==> config.mk <==
export PLATFORM = sky130hd
export DESIGN_NAME = lps_panel_dev_flat
export DESIGN_NICKNAME = d
export VERILOG_FILES = /design/src/rtl/lps_pkg.sv /design/src/rtl/lps_link_if.sv /design/src/rtl/lps_sync2.sv /design/src/rtl/lps_panel_dev.sv /design/src/flat_wrapper.sv
export SDC_FILE = /design/constraint.sdc
export NUM_CORES = 1
export LEC_CHECK = 0
export BUFFER_PORTS_ARGS = -buffer_cell sky130_fd_sc_hd__buf_2
export CAP_MARGIN = 20
export CORE_AREA = 2 2 126 128
export CTS_CLUSTER_DIAMETER = 150
export DETAILED_ROUTE_END_ITERATION = 10
export DIE_AREA = 0 0 128 130
export GPL_TIMING_DRIVEN = 0
export PLACE_DENSITY = 0.53
export REMOVE_ABC_BUFFERS = 1
export SKIP_CTS_REPAIR_TIMING = 1
export SLEW_MARGIN = 20
export SYNTH_ARGS = -nofsm -noshare
export SYNTH_HDL_FRONTEND = slang
export SYNTH_SLANG_ARGS = --single-unit
==> constraint.sdc <==
create_clock -name CLK_I -period 5.3 [get_ports CLK_I]
set_input_delay 1.06 -clock CLK_I [delete_from_list [all_inputs] [get_ports CLK_I]]
set_output_delay 1.06 -clock CLK_I [all_outputs]
set_load 0.005 [all_outputs]
==> src/rtl/lps_pkg.sv <==
// Purpose: shared constants for the panel link ends
// Assumes: 100 MHz system clock on both ends
// Notes:   frame geometry and power sequencing figures
package lps_pkg;
    localparam int CLK_MHZ          = 100;
    localparam int CHAN_W           = 6;
    localparam int PIX_W            = 3 * CHAN_W;
    localparam int RED_LSB          = 0;
    localparam int GREEN_LSB        = 6;
    localparam int BLUE_LSB         = 12;
    localparam int LINE_DOTS        = 336;
    localparam int FRAME_LINES      = 244;
    localparam int HBP_DOTS         = 8;
    localparam int HDISP_DOTS       = 320;
    localparam int VBP_LINES        = 2;
    localparam int VDISP_LINES      = 240;
    localparam int HSYNC_DOTS       = 1;
    localparam int VSYNC_LINES      = 1;
    localparam int START_FRAMES     = 10;
    localparam int OFF_FRAMES       = 2;
    localparam int SER_BITS         = 9;
    localparam bit FLAG_DATA        = 1'b1;
    localparam int T_SHUT_ON_MS     = 164;
    localparam int T_SETTLE_US      = 1;
    localparam int T_RES_US         = 10;
    localparam int SHUT_ON_CYC      = T_SHUT_ON_MS * 1000 * CLK_MHZ;
    localparam int SETTLE_CYC       = T_SETTLE_US * CLK_MHZ;
    localparam int RES_CYC          = T_RES_US * CLK_MHZ;
endpackage : lps_pkg

==> src/rtl/lps_link_if.sv <==
// Purpose: pixel, sync, power and serial wires between host and panel
// Assumes: every wire is driven by the host end only
// Notes:   no clocking block; the bench joins the two ends here
`timescale 1ns/1ps
`default_nettype none
interface lps_link_if;
    logic        pixel_clock_in;
    logic        horizontal_sync;
    logic        vertical_sync;
    logic [17:0] pixel_data;
    logic        shutdown;
    logic        panel_reset_n;
    logic        serial_select_n;
    logic        serial_clock;
    logic        serial_data_in;
    modport host (output pixel_clock_in, horizontal_sync, vertical_sync, pixel_data,
                  shutdown, panel_reset_n, serial_select_n, serial_clock, serial_data_in);
    modport dev  (input  pixel_clock_in, horizontal_sync, vertical_sync, pixel_data,
                  shutdown, panel_reset_n, serial_select_n, serial_clock, serial_data_in);
endinterface : lps_link_if
`default_nettype wire

==> src/rtl/lps_sync2.sv <==
// Purpose: two-stage synchroniser for a vector of pin levels
// Assumes: bits are independent levels; no bus coherence
// Notes:   first stage feeds only the second stage
`timescale 1ns/1ps
`default_nettype none
module lps_sync2 #(
    parameter int W = 1
) (
    input  wire logic         clk_i,
    input  wire logic         rstn_i,
    input  wire logic [W-1:0] d_i,
    output logic      [W-1:0] q_o
);
    typedef struct packed {
        logic [W-1:0] meta;
        logic [W-1:0] stable;
    } lps_sync_regs_type;

    lps_sync_regs_type r_ff;
    lps_sync_regs_type nxt_r;

    if (W < 1) begin : g_bad_w
        $error("lps_sync2: width must be positive");
    end

    always_comb begin
        nxt_r        = r_ff;
        nxt_r.meta   = d_i;
        nxt_r.stable = r_ff.meta;
    end

    always_ff @(posedge clk_i or negedge rstn_i) begin
        if (!rstn_i) begin
            r_ff <= '0;
        end else begin
            r_ff <= nxt_r;
        end
    end

    assign q_o = r_ff.stable;
endmodule : lps_sync2
`default_nettype wire

==> src/rtl/lps_panel_dev.sv <==
// Purpose: panel end: power sequencing, serial command port, pixel capture
// Assumes: all link wires come from another clock domain
// Notes:   link clocks are oversampled by CLK_I, not used as clocks
// Rules of the panel link
// - host runs dot clock before shutdown low
// - host holds shutdown high one microsecond first
// - panel power up within 164 ms
// - display starts by tenth vsync fall
// - delays counted in frames of 244 lines
// - blank at second vsync fall after shutdown
// - host keeps dot clock two frames
// - host resets only after two frames
// - serial word framed by low chip select
// - nine bit word with command/data flag
// - six bit channels, bit five brightest
// - eighteen bit pixel bus, three channels
// - active high data, zero is black
`timescale 1ns/1ps
`default_nettype none
module lps_panel_dev
    import lps_pkg::*;
#(
    parameter int RAMP_CYC = SHUT_ON_CYC
) (
    input  wire logic              CLK_I,
    input  wire logic              RSTN_I,
    lps_link_if.dev                LINK,
    output logic                   PANEL_POWER_O,
    output logic                   DISPLAY_ON_O,
    output logic [CHAN_W-1:0]      PIX_RED_O,
    output logic [CHAN_W-1:0]      PIX_GREEN_O,
    output logic [CHAN_W-1:0]      PIX_BLUE_O,
    output logic                   PIX_STROBE_O,
    output logic                   SER_WORD_VALID_O,
    output logic                   SER_IS_DATA_O,
    output logic [7:0]             SER_BYTE_O
);
    localparam int TW     = $clog2(RAMP_CYC + 1);
    localparam int SYNC_W = 7 + PIX_W;

    typedef enum logic [3:0] {
        D_OFF  = 4'h1,
        D_RAMP = 4'h2,
        D_SHOW = 4'h4,
        D_FADE = 4'h8
    } lps_dev_state_type;

    typedef struct packed {
        lps_dev_state_type st;
        logic [3:0]        vcnt;
        logic [TW-1:0]     tmr;
        logic              pwr;
        logic              dclk_q;
        logic              vs_q;
        logic              sclk_q;
        logic [3:0]        bitcnt;
        logic [SER_BITS-1:0] sh;
        logic              wvalid;
        logic              is_data;
        logic [7:0]        byte_q;
        logic [PIX_W-1:0]  pix;
        logic              pstb;
    } lps_dev_regs_type;

    lps_dev_regs_type r_ff;
    lps_dev_regs_type nxt_r;

    logic [SYNC_W-1:0] raw;
    logic [SYNC_W-1:0] synced;
    logic [PIX_W-1:0]  s_pix;
    logic              s_sdi;
    logic              s_sclk;
    logic              s_csn;
    logic              s_rstn;
    logic              s_shut;
    logic              s_vs;
    logic              s_dclk;
    logic              vs_fall;
    logic              dclk_rise;
    logic              sclk_rise;
    logic              showing;

    if (RAMP_CYC < 1) begin : g_bad_ramp
        $error("lps_panel_dev: RAMP_CYC must be at least 1");
    end

    assign raw = {LINK.pixel_data, LINK.serial_data_in, LINK.serial_clock,
                  LINK.serial_select_n, LINK.panel_reset_n, LINK.shutdown,
                  LINK.vertical_sync, LINK.pixel_clock_in};

    lps_sync2 #(
        .W (SYNC_W)
    ) u_sync (
        .clk_i  (CLK_I),
        .rstn_i (RSTN_I),
        .d_i    (raw),
        .q_o    (synced)
    );

    assign {s_pix, s_sdi, s_sclk, s_csn, s_rstn, s_shut, s_vs, s_dclk} = synced;

    // edges found by comparing the stable stage with one more register
    assign vs_fall   = r_ff.vs_q & ~s_vs;
    assign dclk_rise = ~r_ff.dclk_q & s_dclk;
    assign sclk_rise = ~r_ff.sclk_q & s_sclk;
    assign showing   = (r_ff.st == D_SHOW) || (r_ff.st == D_FADE);

    always_comb begin
        nxt_r        = r_ff;
        nxt_r.dclk_q = s_dclk;
        nxt_r.vs_q   = s_vs;
        nxt_r.sclk_q = s_sclk;
        nxt_r.wvalid = 1'b0;
        nxt_r.pstb   = 1'b0;

        case (r_ff.st)
            D_OFF: begin
                nxt_r.pwr = 1'b0;
                if (!s_shut) begin
                    nxt_r.st   = D_RAMP;
                    nxt_r.vcnt = '0;
                    nxt_r.tmr  = '0;
                end
            end
            D_RAMP: begin
                if (r_ff.tmr != TW'(RAMP_CYC)) begin
                    nxt_r.tmr = r_ff.tmr + TW'(1);
                end
                // supply ramp never outlasts its bound, frames or not
                if (r_ff.tmr == TW'(RAMP_CYC - 1)) begin
                    nxt_r.pwr = 1'b1;
                end
                if (vs_fall) begin
                    nxt_r.vcnt = r_ff.vcnt + 4'h1;
                    if (r_ff.vcnt == 4'(START_FRAMES - 1)) begin
                        nxt_r.st  = D_SHOW;
                        nxt_r.pwr = 1'b1;
                    end
                end
                if (s_shut) begin
                    nxt_r.st = D_OFF;
                end
            end
            D_SHOW: begin
                if (s_shut) begin
                    nxt_r.st   = D_FADE;
                    nxt_r.vcnt = '0;
                end
            end
            D_FADE: begin
                if (vs_fall) begin
                    nxt_r.vcnt = r_ff.vcnt + 4'h1;
                    if (r_ff.vcnt == 4'(OFF_FRAMES - 1)) begin
                        nxt_r.st  = D_OFF;
                        nxt_r.pwr = 1'b0;
                    end
                end
            end
            default: begin
                nxt_r.st = D_OFF;
            end
        endcase

        // dot data taken on the synced dot clock rise; blank forces black
        if (dclk_rise) begin
            nxt_r.pix  = showing ? s_pix : '0;
            nxt_r.pstb = 1'b1;
        end

        if (s_csn) begin
            nxt_r.bitcnt = '0;
        end else if (sclk_rise) begin
            nxt_r.sh = {r_ff.sh[SER_BITS-2:0], s_sdi};
            if (r_ff.bitcnt == 4'(SER_BITS - 1)) begin
                nxt_r.bitcnt  = '0;
                nxt_r.wvalid  = 1'b1;
                nxt_r.is_data = (r_ff.sh[SER_BITS-2] == FLAG_DATA);
                nxt_r.byte_q  = {r_ff.sh[6:0], s_sdi};
            end else begin
                nxt_r.bitcnt = r_ff.bitcnt + 4'h1;
            end
        end

        // panel reset pin forces the off state (blank, powered down) and clears the serial bit count
        if (!s_rstn) begin
            nxt_r.st     = D_OFF;
            nxt_r.pwr    = 1'b0;
            nxt_r.bitcnt = '0;
        end
    end

    always_ff @(posedge CLK_I or negedge RSTN_I) begin
        if (!RSTN_I) begin
            r_ff    <= '0;
            r_ff.st <= D_OFF;
        end else begin
            r_ff <= nxt_r;
        end
    end

    assign PANEL_POWER_O    = r_ff.pwr;
    assign DISPLAY_ON_O     = showing;
    // bit 0 of each group is the lsb; larger code is brighter
    assign PIX_RED_O        = r_ff.pix[RED_LSB+:CHAN_W];
    assign PIX_GREEN_O      = r_ff.pix[GREEN_LSB+:CHAN_W];
    assign PIX_BLUE_O       = r_ff.pix[BLUE_LSB+:CHAN_W];
    assign PIX_STROBE_O     = r_ff.pstb;
    assign SER_WORD_VALID_O = r_ff.wvalid;
    assign SER_IS_DATA_O    = r_ff.is_data;
    assign SER_BYTE_O       = r_ff.byte_q;
endmodule : lps_panel_dev
`default_nettype wire

==> src/flat_wrapper.sv <==
// flat-port wrapper written by rule: the top's interface ports become plain ports
module lps_panel_dev_flat import lps_pkg::*;
#(
    parameter int RAMP_CYC = SHUT_ON_CYC
)
  (CLK_I, RSTN_I, PANEL_POWER_O, DISPLAY_ON_O, PIX_RED_O, PIX_GREEN_O, PIX_BLUE_O, PIX_STROBE_O, SER_WORD_VALID_O, SER_IS_DATA_O, SER_BYTE_O, LINK_pixel_clock_in, LINK_horizontal_sync, LINK_vertical_sync, LINK_pixel_data, LINK_shutdown, LINK_panel_reset_n, LINK_serial_select_n, LINK_serial_clock, LINK_serial_data_in);
  lps_link_if LINK_i ();
  input  wire logic CLK_I;
  input  wire logic RSTN_I;
  output logic PANEL_POWER_O;
  output logic DISPLAY_ON_O;
  output logic [CHAN_W-1:0] PIX_RED_O;
  output logic [CHAN_W-1:0] PIX_GREEN_O;
  output logic [CHAN_W-1:0] PIX_BLUE_O;
  output logic PIX_STROBE_O;
  output logic SER_WORD_VALID_O;
  output logic SER_IS_DATA_O;
  output logic [7:0] SER_BYTE_O;
  input wire logic [$bits(LINK_i.pixel_clock_in)-1:0] LINK_pixel_clock_in;
  input wire logic [$bits(LINK_i.horizontal_sync)-1:0] LINK_horizontal_sync;
  input wire logic [$bits(LINK_i.vertical_sync)-1:0] LINK_vertical_sync;
  input wire logic [$bits(LINK_i.pixel_data)-1:0] LINK_pixel_data;
  input wire logic [$bits(LINK_i.shutdown)-1:0] LINK_shutdown;
  input wire logic [$bits(LINK_i.panel_reset_n)-1:0] LINK_panel_reset_n;
  input wire logic [$bits(LINK_i.serial_select_n)-1:0] LINK_serial_select_n;
  input wire logic [$bits(LINK_i.serial_clock)-1:0] LINK_serial_clock;
  input wire logic [$bits(LINK_i.serial_data_in)-1:0] LINK_serial_data_in;
  assign LINK_i.pixel_clock_in = LINK_pixel_clock_in;
  assign LINK_i.horizontal_sync = LINK_horizontal_sync;
  assign LINK_i.vertical_sync = LINK_vertical_sync;
  assign LINK_i.pixel_data = LINK_pixel_data;
  assign LINK_i.shutdown = LINK_shutdown;
  assign LINK_i.panel_reset_n = LINK_panel_reset_n;
  assign LINK_i.serial_select_n = LINK_serial_select_n;
  assign LINK_i.serial_clock = LINK_serial_clock;
  assign LINK_i.serial_data_in = LINK_serial_data_in;
  lps_panel_dev #(.RAMP_CYC(RAMP_CYC)) u_core (.CLK_I(CLK_I), .RSTN_I(RSTN_I), .LINK(LINK_i), .PANEL_POWER_O(PANEL_POWER_O), .DISPLAY_ON_O(DISPLAY_ON_O), .PIX_RED_O(PIX_RED_O), .PIX_GREEN_O(PIX_GREEN_O), .PIX_BLUE_O(PIX_BLUE_O), .PIX_STROBE_O(PIX_STROBE_O), .SER_WORD_VALID_O(SER_WORD_VALID_O), .SER_IS_DATA_O(SER_IS_DATA_O), .SER_BYTE_O(SER_BYTE_O));
endmodule
==> After elaboration in Yosys (flattened, before gate mapping) <==
Cells that the tools add are included.
Widths: inputs -> output; s select.
{ "classes": {"add_sub_neg": 3, "n_eq_ne": 22, "mux": 27, "n_bitwise": 7, "reduce_logical": 9} }
{ "ops": {"columns": ["operator", "count"], "rows": [
  ["$pmux 24 s2", 1],
  ["$mux 32", 1],
  ["$pmux 4 s4", 2],
  ["$mux 4", 7],
  ["$add 24x1->24 const B", 1],
  ["$eq 24x24->1 const B", 1],
  ["$mux 24", 1],
  ["$mux 8", 3],
  ["$ne 24x24->1 const B", 1],
  ["$mux 23", 1],
  ["$mux 10", 2],
  ["$mux 18", 1],
  ["$eq 4x4->1 const B", 3],
  ["$ne 3x3->1 const B", 3],
  ["$reduce_and 3->1", 3],
  ["$add 4x1->4 const B", 2],
  ["$eq 4x1->1 const B", 2],
  ["$ne 4x3->1 const B", 2],
  ["$mux 1", 7],
  ["$ne 2x1->1 const B", 3],
  ["$reduce_and 6->1", 1],
  ["$reduce_and 5->1", 1],
  ["$eq 4x2->1 const B", 1],
  ["$eq 4x3->1 const B", 1],
  ["other kinds (11)", 17]
]} }
{ "word_totals": {"reg_bits": 128, "elab_cells": 84} }

==> Depth between registers and ports, before layout <==
{ "logic_depth": {"word_depth": 6, "mapped_depth": 8} }

==> Cells and area by module <==
Synthesis repeated with hierarchy kept, for this count alone.
{ "hier_totals": {"cells_unflattened": 439, "area_unflattened_um2": 5106.1} }
{ "by_module_without_submodules": {"columns": ["module", "instances", "cells_per_inst", "area_each_um2"], "rows": [
  ["lps_panel_dev", 1, 389, 3854.9],
  ["lps_sync2", 1, 50, 1251.2]
]} }

==> Least setup slack after synthesis <==
OpenSTA, ideal clock, no wires.
{ "synth_path": {"path_type": "register to output", "from": "register u_core.r_ff[74] (netlist bit)", "to": "output port DISPLAY_ON_O", "arrival_time_ns": 1.414, "t_required_ns": 4.240, "path_slack_ns": 2.826, "path_stages_with_launch": 6, "path_buffers": 2, "path_cell_list": "dfstp_2 clkbuf_1 nor2_1 o21ai_1 clkbuf_1 inv_1"} }
{ "synth_between": {"elab_chain_cells": 2, "elab_cells_between_ends": 3, "cone_classes": "eq/ne: 2; reduce/logical: 1"} }
{ "synth_rtl": {"columns": ["item", "line", "rtl"], "rows": [
  ["start: declaration", "lps_panel_dev.sv:65", "lps_dev_regs_type r_ff;"],
  ["start signal: assignment", "lps_panel_dev.sv:197", "r_ff <= nxt_r;"],
  ["$eq 4x3->1 / $eq 4x4->1 (equally long branches)", "lps_panel_dev.sv:106", "assign showing = (r_ff.st == D_SHOW) || (r_ff.st == D_FADE);"],
  ["$logic_or 1x1->1 *", "lps_panel_dev.sv:106", null],
  ["end: declaration", "flat_wrapper.sv:11", "output logic DISPLAY_ON_O;"]
]} }
Mark *: on every way between the ends. The rest lies on a longest branch, timed or not.

==> Worst setup path after layout <==
{ "layout_path": {"from": "register u_core.r_ff[77] (netlist bit)", "to": "register u_core.r_ff[55] (netlist bit)"} }
{ "layout_between": {"elab_chain_cells": 3, "elab_cells_between_ends": 7, "cone_classes": "eq/ne: 4; mux: 1; reduce/logical: 2"} }
{ "layout_rtl": {"columns": ["item", "line", "rtl"], "rows": [
  ["$eq 4x2->1 / $eq 4x1->1 (equally long branches)", "lps_panel_dev.sv:116", "case (r_ff.st)"],
  ["$ne 2x1->1 (no line) (tied with other cells)", null, null],
  ["$reduce_and 3->1 (no line)", null, null]
]} }
Several ways; a longest one is shown, not always the timed one.
A chain may end at the register's enable or synchronous reset.

==> metrics.md <==
| Metric | Value |
|---|---|
| Longest Clk Path Bufs | 2 |
| Post-Layout Cell Count | 698 |
| CP Launch Point | u_core.r_ff[77] |
| CTS root buffer | clkbuf_16 |
| Total CTS buffers | 17 |
| DRT Pass-1 Iters | 4 |
| Largest net degree at the start of global routing | 75 |
| Final period util | 51.5% |
| Gate Count Post-Synth | 459 |
| # rows | 46 |
| HP Class | reg2reg |
| Max-cap violations | 0 |
| WL per Instance | 14.1 µm |
| Slew Viols, Final | 0 |
| Measured slew at the worst slew-check pin | 0.889 ns |
| TNS Setup | 0 ns |
| Ant diodes | 0 |
| Total gr overflow | 0 |
| Drt drc | 0 |
| Synth warn | 0 |
| Worst r2r path cells | 4 |
| CP max-delay cell | a21oi_1 |
| Effective utilization at floorplan | 34.0% |
| FMAX | 0.366 GHz |
| Routed vias | 3480 |
| Synth Flop Type | dfrtp_1 |
| Status | complete, no violations |
| RSZ-0062 raised after global routing | no |
| Crit path largest cell delay | 0.75 ns |
| RR Startpoint | u_core.r_ff[77] |
| H-tree lvl count | 4 |
| Final hold vios | 0 |
| # placed instances | 666 |
| Mapped cell area | 0.00524 mm² |
| Detail-routed via count per cell | 4.99 |
| Die ar. | 0.0166 mm² |
| Post-DP HPWL | 6540 µm |
| Skew final | 0.00684 ns |
| Register area share after synthesis | 60.7% |
| Vias in the first global route | 3491 |
| Port bufs | 57 |
| GPL Wtd Cong | 0.805 |
| Worst-path clk slew | 0.06 ns |
| Max_slew headroom | 40.7% |
| First-pass GRT wire length | 17100 µm |
| I/O pin total | 59 |
| Layout cells sized above 1 | 23.3% |
| Synth Register Bits | 127 |
| Max VDD drop | 0.230 mV |
| Post-Route WL | 9820 µm |
| P_leak | 2.86 nW |
| Global Route Usage Sum | 13.1% |
| Yosys cell types | 56 |
| Hold_sp | u_core.u_sync.nxt_r[17] |
| CTS tree | done |
| CTS sink cnt | 127 |
| Initial DRC Count | 174 |
| Crit path max fanout | 14 |
| Power per cell area | 391 mW/mm² |
| Syn_area_per_cell | 11.4 µm² |
| ANT nets after route | 0 |
| Critical path cell sequence | or4b_1, a21oi_1, nor2_1, a211o_1 |
| Setup CP Type | reg2reg |
| Reg2reg setup slack | 2.57 ns |
| Area growth from synthesis to layout | 17.7% |
| Layout net count | 527 |
| Fin crit period | 2.73 ns |
| Die width | 128 µm |
| Core box area | 0.0154 mm² |
| Initial antenna violation count | 0 |
| Die Ht | 130 µm |
| Worst-skew pair later-pin latency | 0.41 ns |
| Worst Setup End Kind | flip-flop |
| Crit Reg-Reg Endpoint | u_core.r_ff[55] |
| Fillers | 1499 |
| Final setup viols | 0 |
| Worst Setup Start Kind | flip-flop |
| Async SR Flop Fraction | 100% |
| Setup crit end | u_core.r_ff[55] |
| Post-synth EDFFs | 0 |
| Finished Core Util | 40.0% |
| Critical Path RT | 5.60 ns |
| Worst endpoint data arrival time | 3.03 ns |
==> layer usage <==
layer	wire [µm]	share of wire [%]	up-vias	track usage, %
met5	0	0	-	0
li1	-	-	1662	-
met3	555	5.7	15	4.51
met4	148	1.5	0	6.79
met1	4460	45	1735	16.2
met2	4650	47	68	20.6
==> registers in the layout, indices dropped and copies added (netlist names) <==
name                     flops
u_core.u_sync.nxt_r         25
u_core.r_ff                 47
u_core.PIX_GREEN_O           6
u_core.SER_BYTE_O            8
u_core.PIX_RED_O             6
u_core.u_sync.q_o           25
u_core.SER_IS_DATA_O         1
u_core.PIX_STROBE_O          1
u_core.PANEL_POWER_O         1
u_core.PIX_BLUE_O            6
u_core.SER_WORD_VALID_O      1
==> how the worst min path moves through the flow <==
stage,to,depth (start not counted),slack [ns]
2_1_floorplan,u_core.u_sync.q_o[0],0,0.33
3_3_place_gp,u_core.u_sync.q_o[2],0,0.33
3_5_place_dp,u_core.u_sync.q_o[13],0,0.33
4_1_cts,u_core.u_sync.q_o[17],0,0.34
5_1_grt,u_core.u_sync.q_o[17],0,0.35
6_report,u_core.u_sync.q_o[17],0,0.34
==> logic make-up after synthesis <==
family,after synthesis,synth area share [%]
AOI/OAI and AO/OA,77,8.90
DFF,127,60.7
muxes,21,4.42
and+or+nand+nor,165,16.7
buffers and inverters,57,6.92
xor gates and xnor gates,6,1.00
adders and majority gates,6,1.43
==> worst max-delay path, delay by kind of cell (launching register included) <==
family	cells	cell delay [ns]
compound gates	2	1.10
flops	1	0.53
simple gates	2	0.98
==> power breakdown <==
group,switching (mW),leakage (nW),internal (mW)
registers,0.0353,1.63,1.02
clock network,0.409,0.313,0.837
logic,0.0600,0.918,0.0480
==> layout by cell type, fill, tap and decap left out, types with 3 or more instances in the layout <==
cell type	instances
a211o_1	3
buf_2	56
and3_1	5
nor2_1	20
nor3_1	7
a21o_1	3
nor3b_1	5
nor4b_1	3
dfrtp_1	126
and2_1	3
inv_1	11
nor4_1	3
bufinv_16	4
nor2b_1	5
a21oi_1	13
clkbuf_8	4
and4_1	4
mux2_2	17
nand2_1	63
a31oi_1	7
ha_1	6
mux2i_1	4
clkbuf_16	17
o21ai_0	31
xor2_1	5
nand4_1	11
o31ai_1	4
or4_1	4
o211ai_1	6
nand2b_1	5
nand3_1	13
==> synthesized netlist by cell type (all sizes together) (7+ instances only) <==
cell type / count / area [µm²]
inv: 11 / 41.3
nor3: 7 / 35.0
clkbuf: 14 / 62.6
o21ai: 32 / 160
buf: 30 / 223
mux2: 17 / 191
nand4: 11 / 68.8
nand3: 14 / 75.1
nand2: 63 / 236
a21oi: 13 / 65.1
nor2: 20 / 75.1
a31oi: 7 / 43.8
dfrtp: 126 / 3150
==> cell type report <==
cell class | instances | area [µm²] | share of cell area (%)
Clock inverter | 9 | 155 | 2.52
Multi-Input combinational cell | 275 | 1720 | 27.9
Timing Repair Buffer | 60 | 342 | 5.54
Tap cell | 192 | 240 | 3.90
Sequential cell | 127 | 3180 | 51.6
Clock buffer | 23 | 488 | 7.91
Inverter | 12 | 45.0 | 0.730
==> stage by stage <==
step	hold WS (ns)	setup WS [ns]	cell area, µm²	total power [mW]
2_1_floorplan	0.331	2.93	4920	1.13
3_3_place_gp	0.333	1.50	5450	1.18
3_5_place_dp	0.335	2.60	5520	1.18
4_1_cts	0.345	2.59	6160	2.44
5_1_grt	0.347	2.42	6170	2.51
6_report	0.340	2.57	6170	2.41
Note: power is estimated with default switching activity, not from simulation.
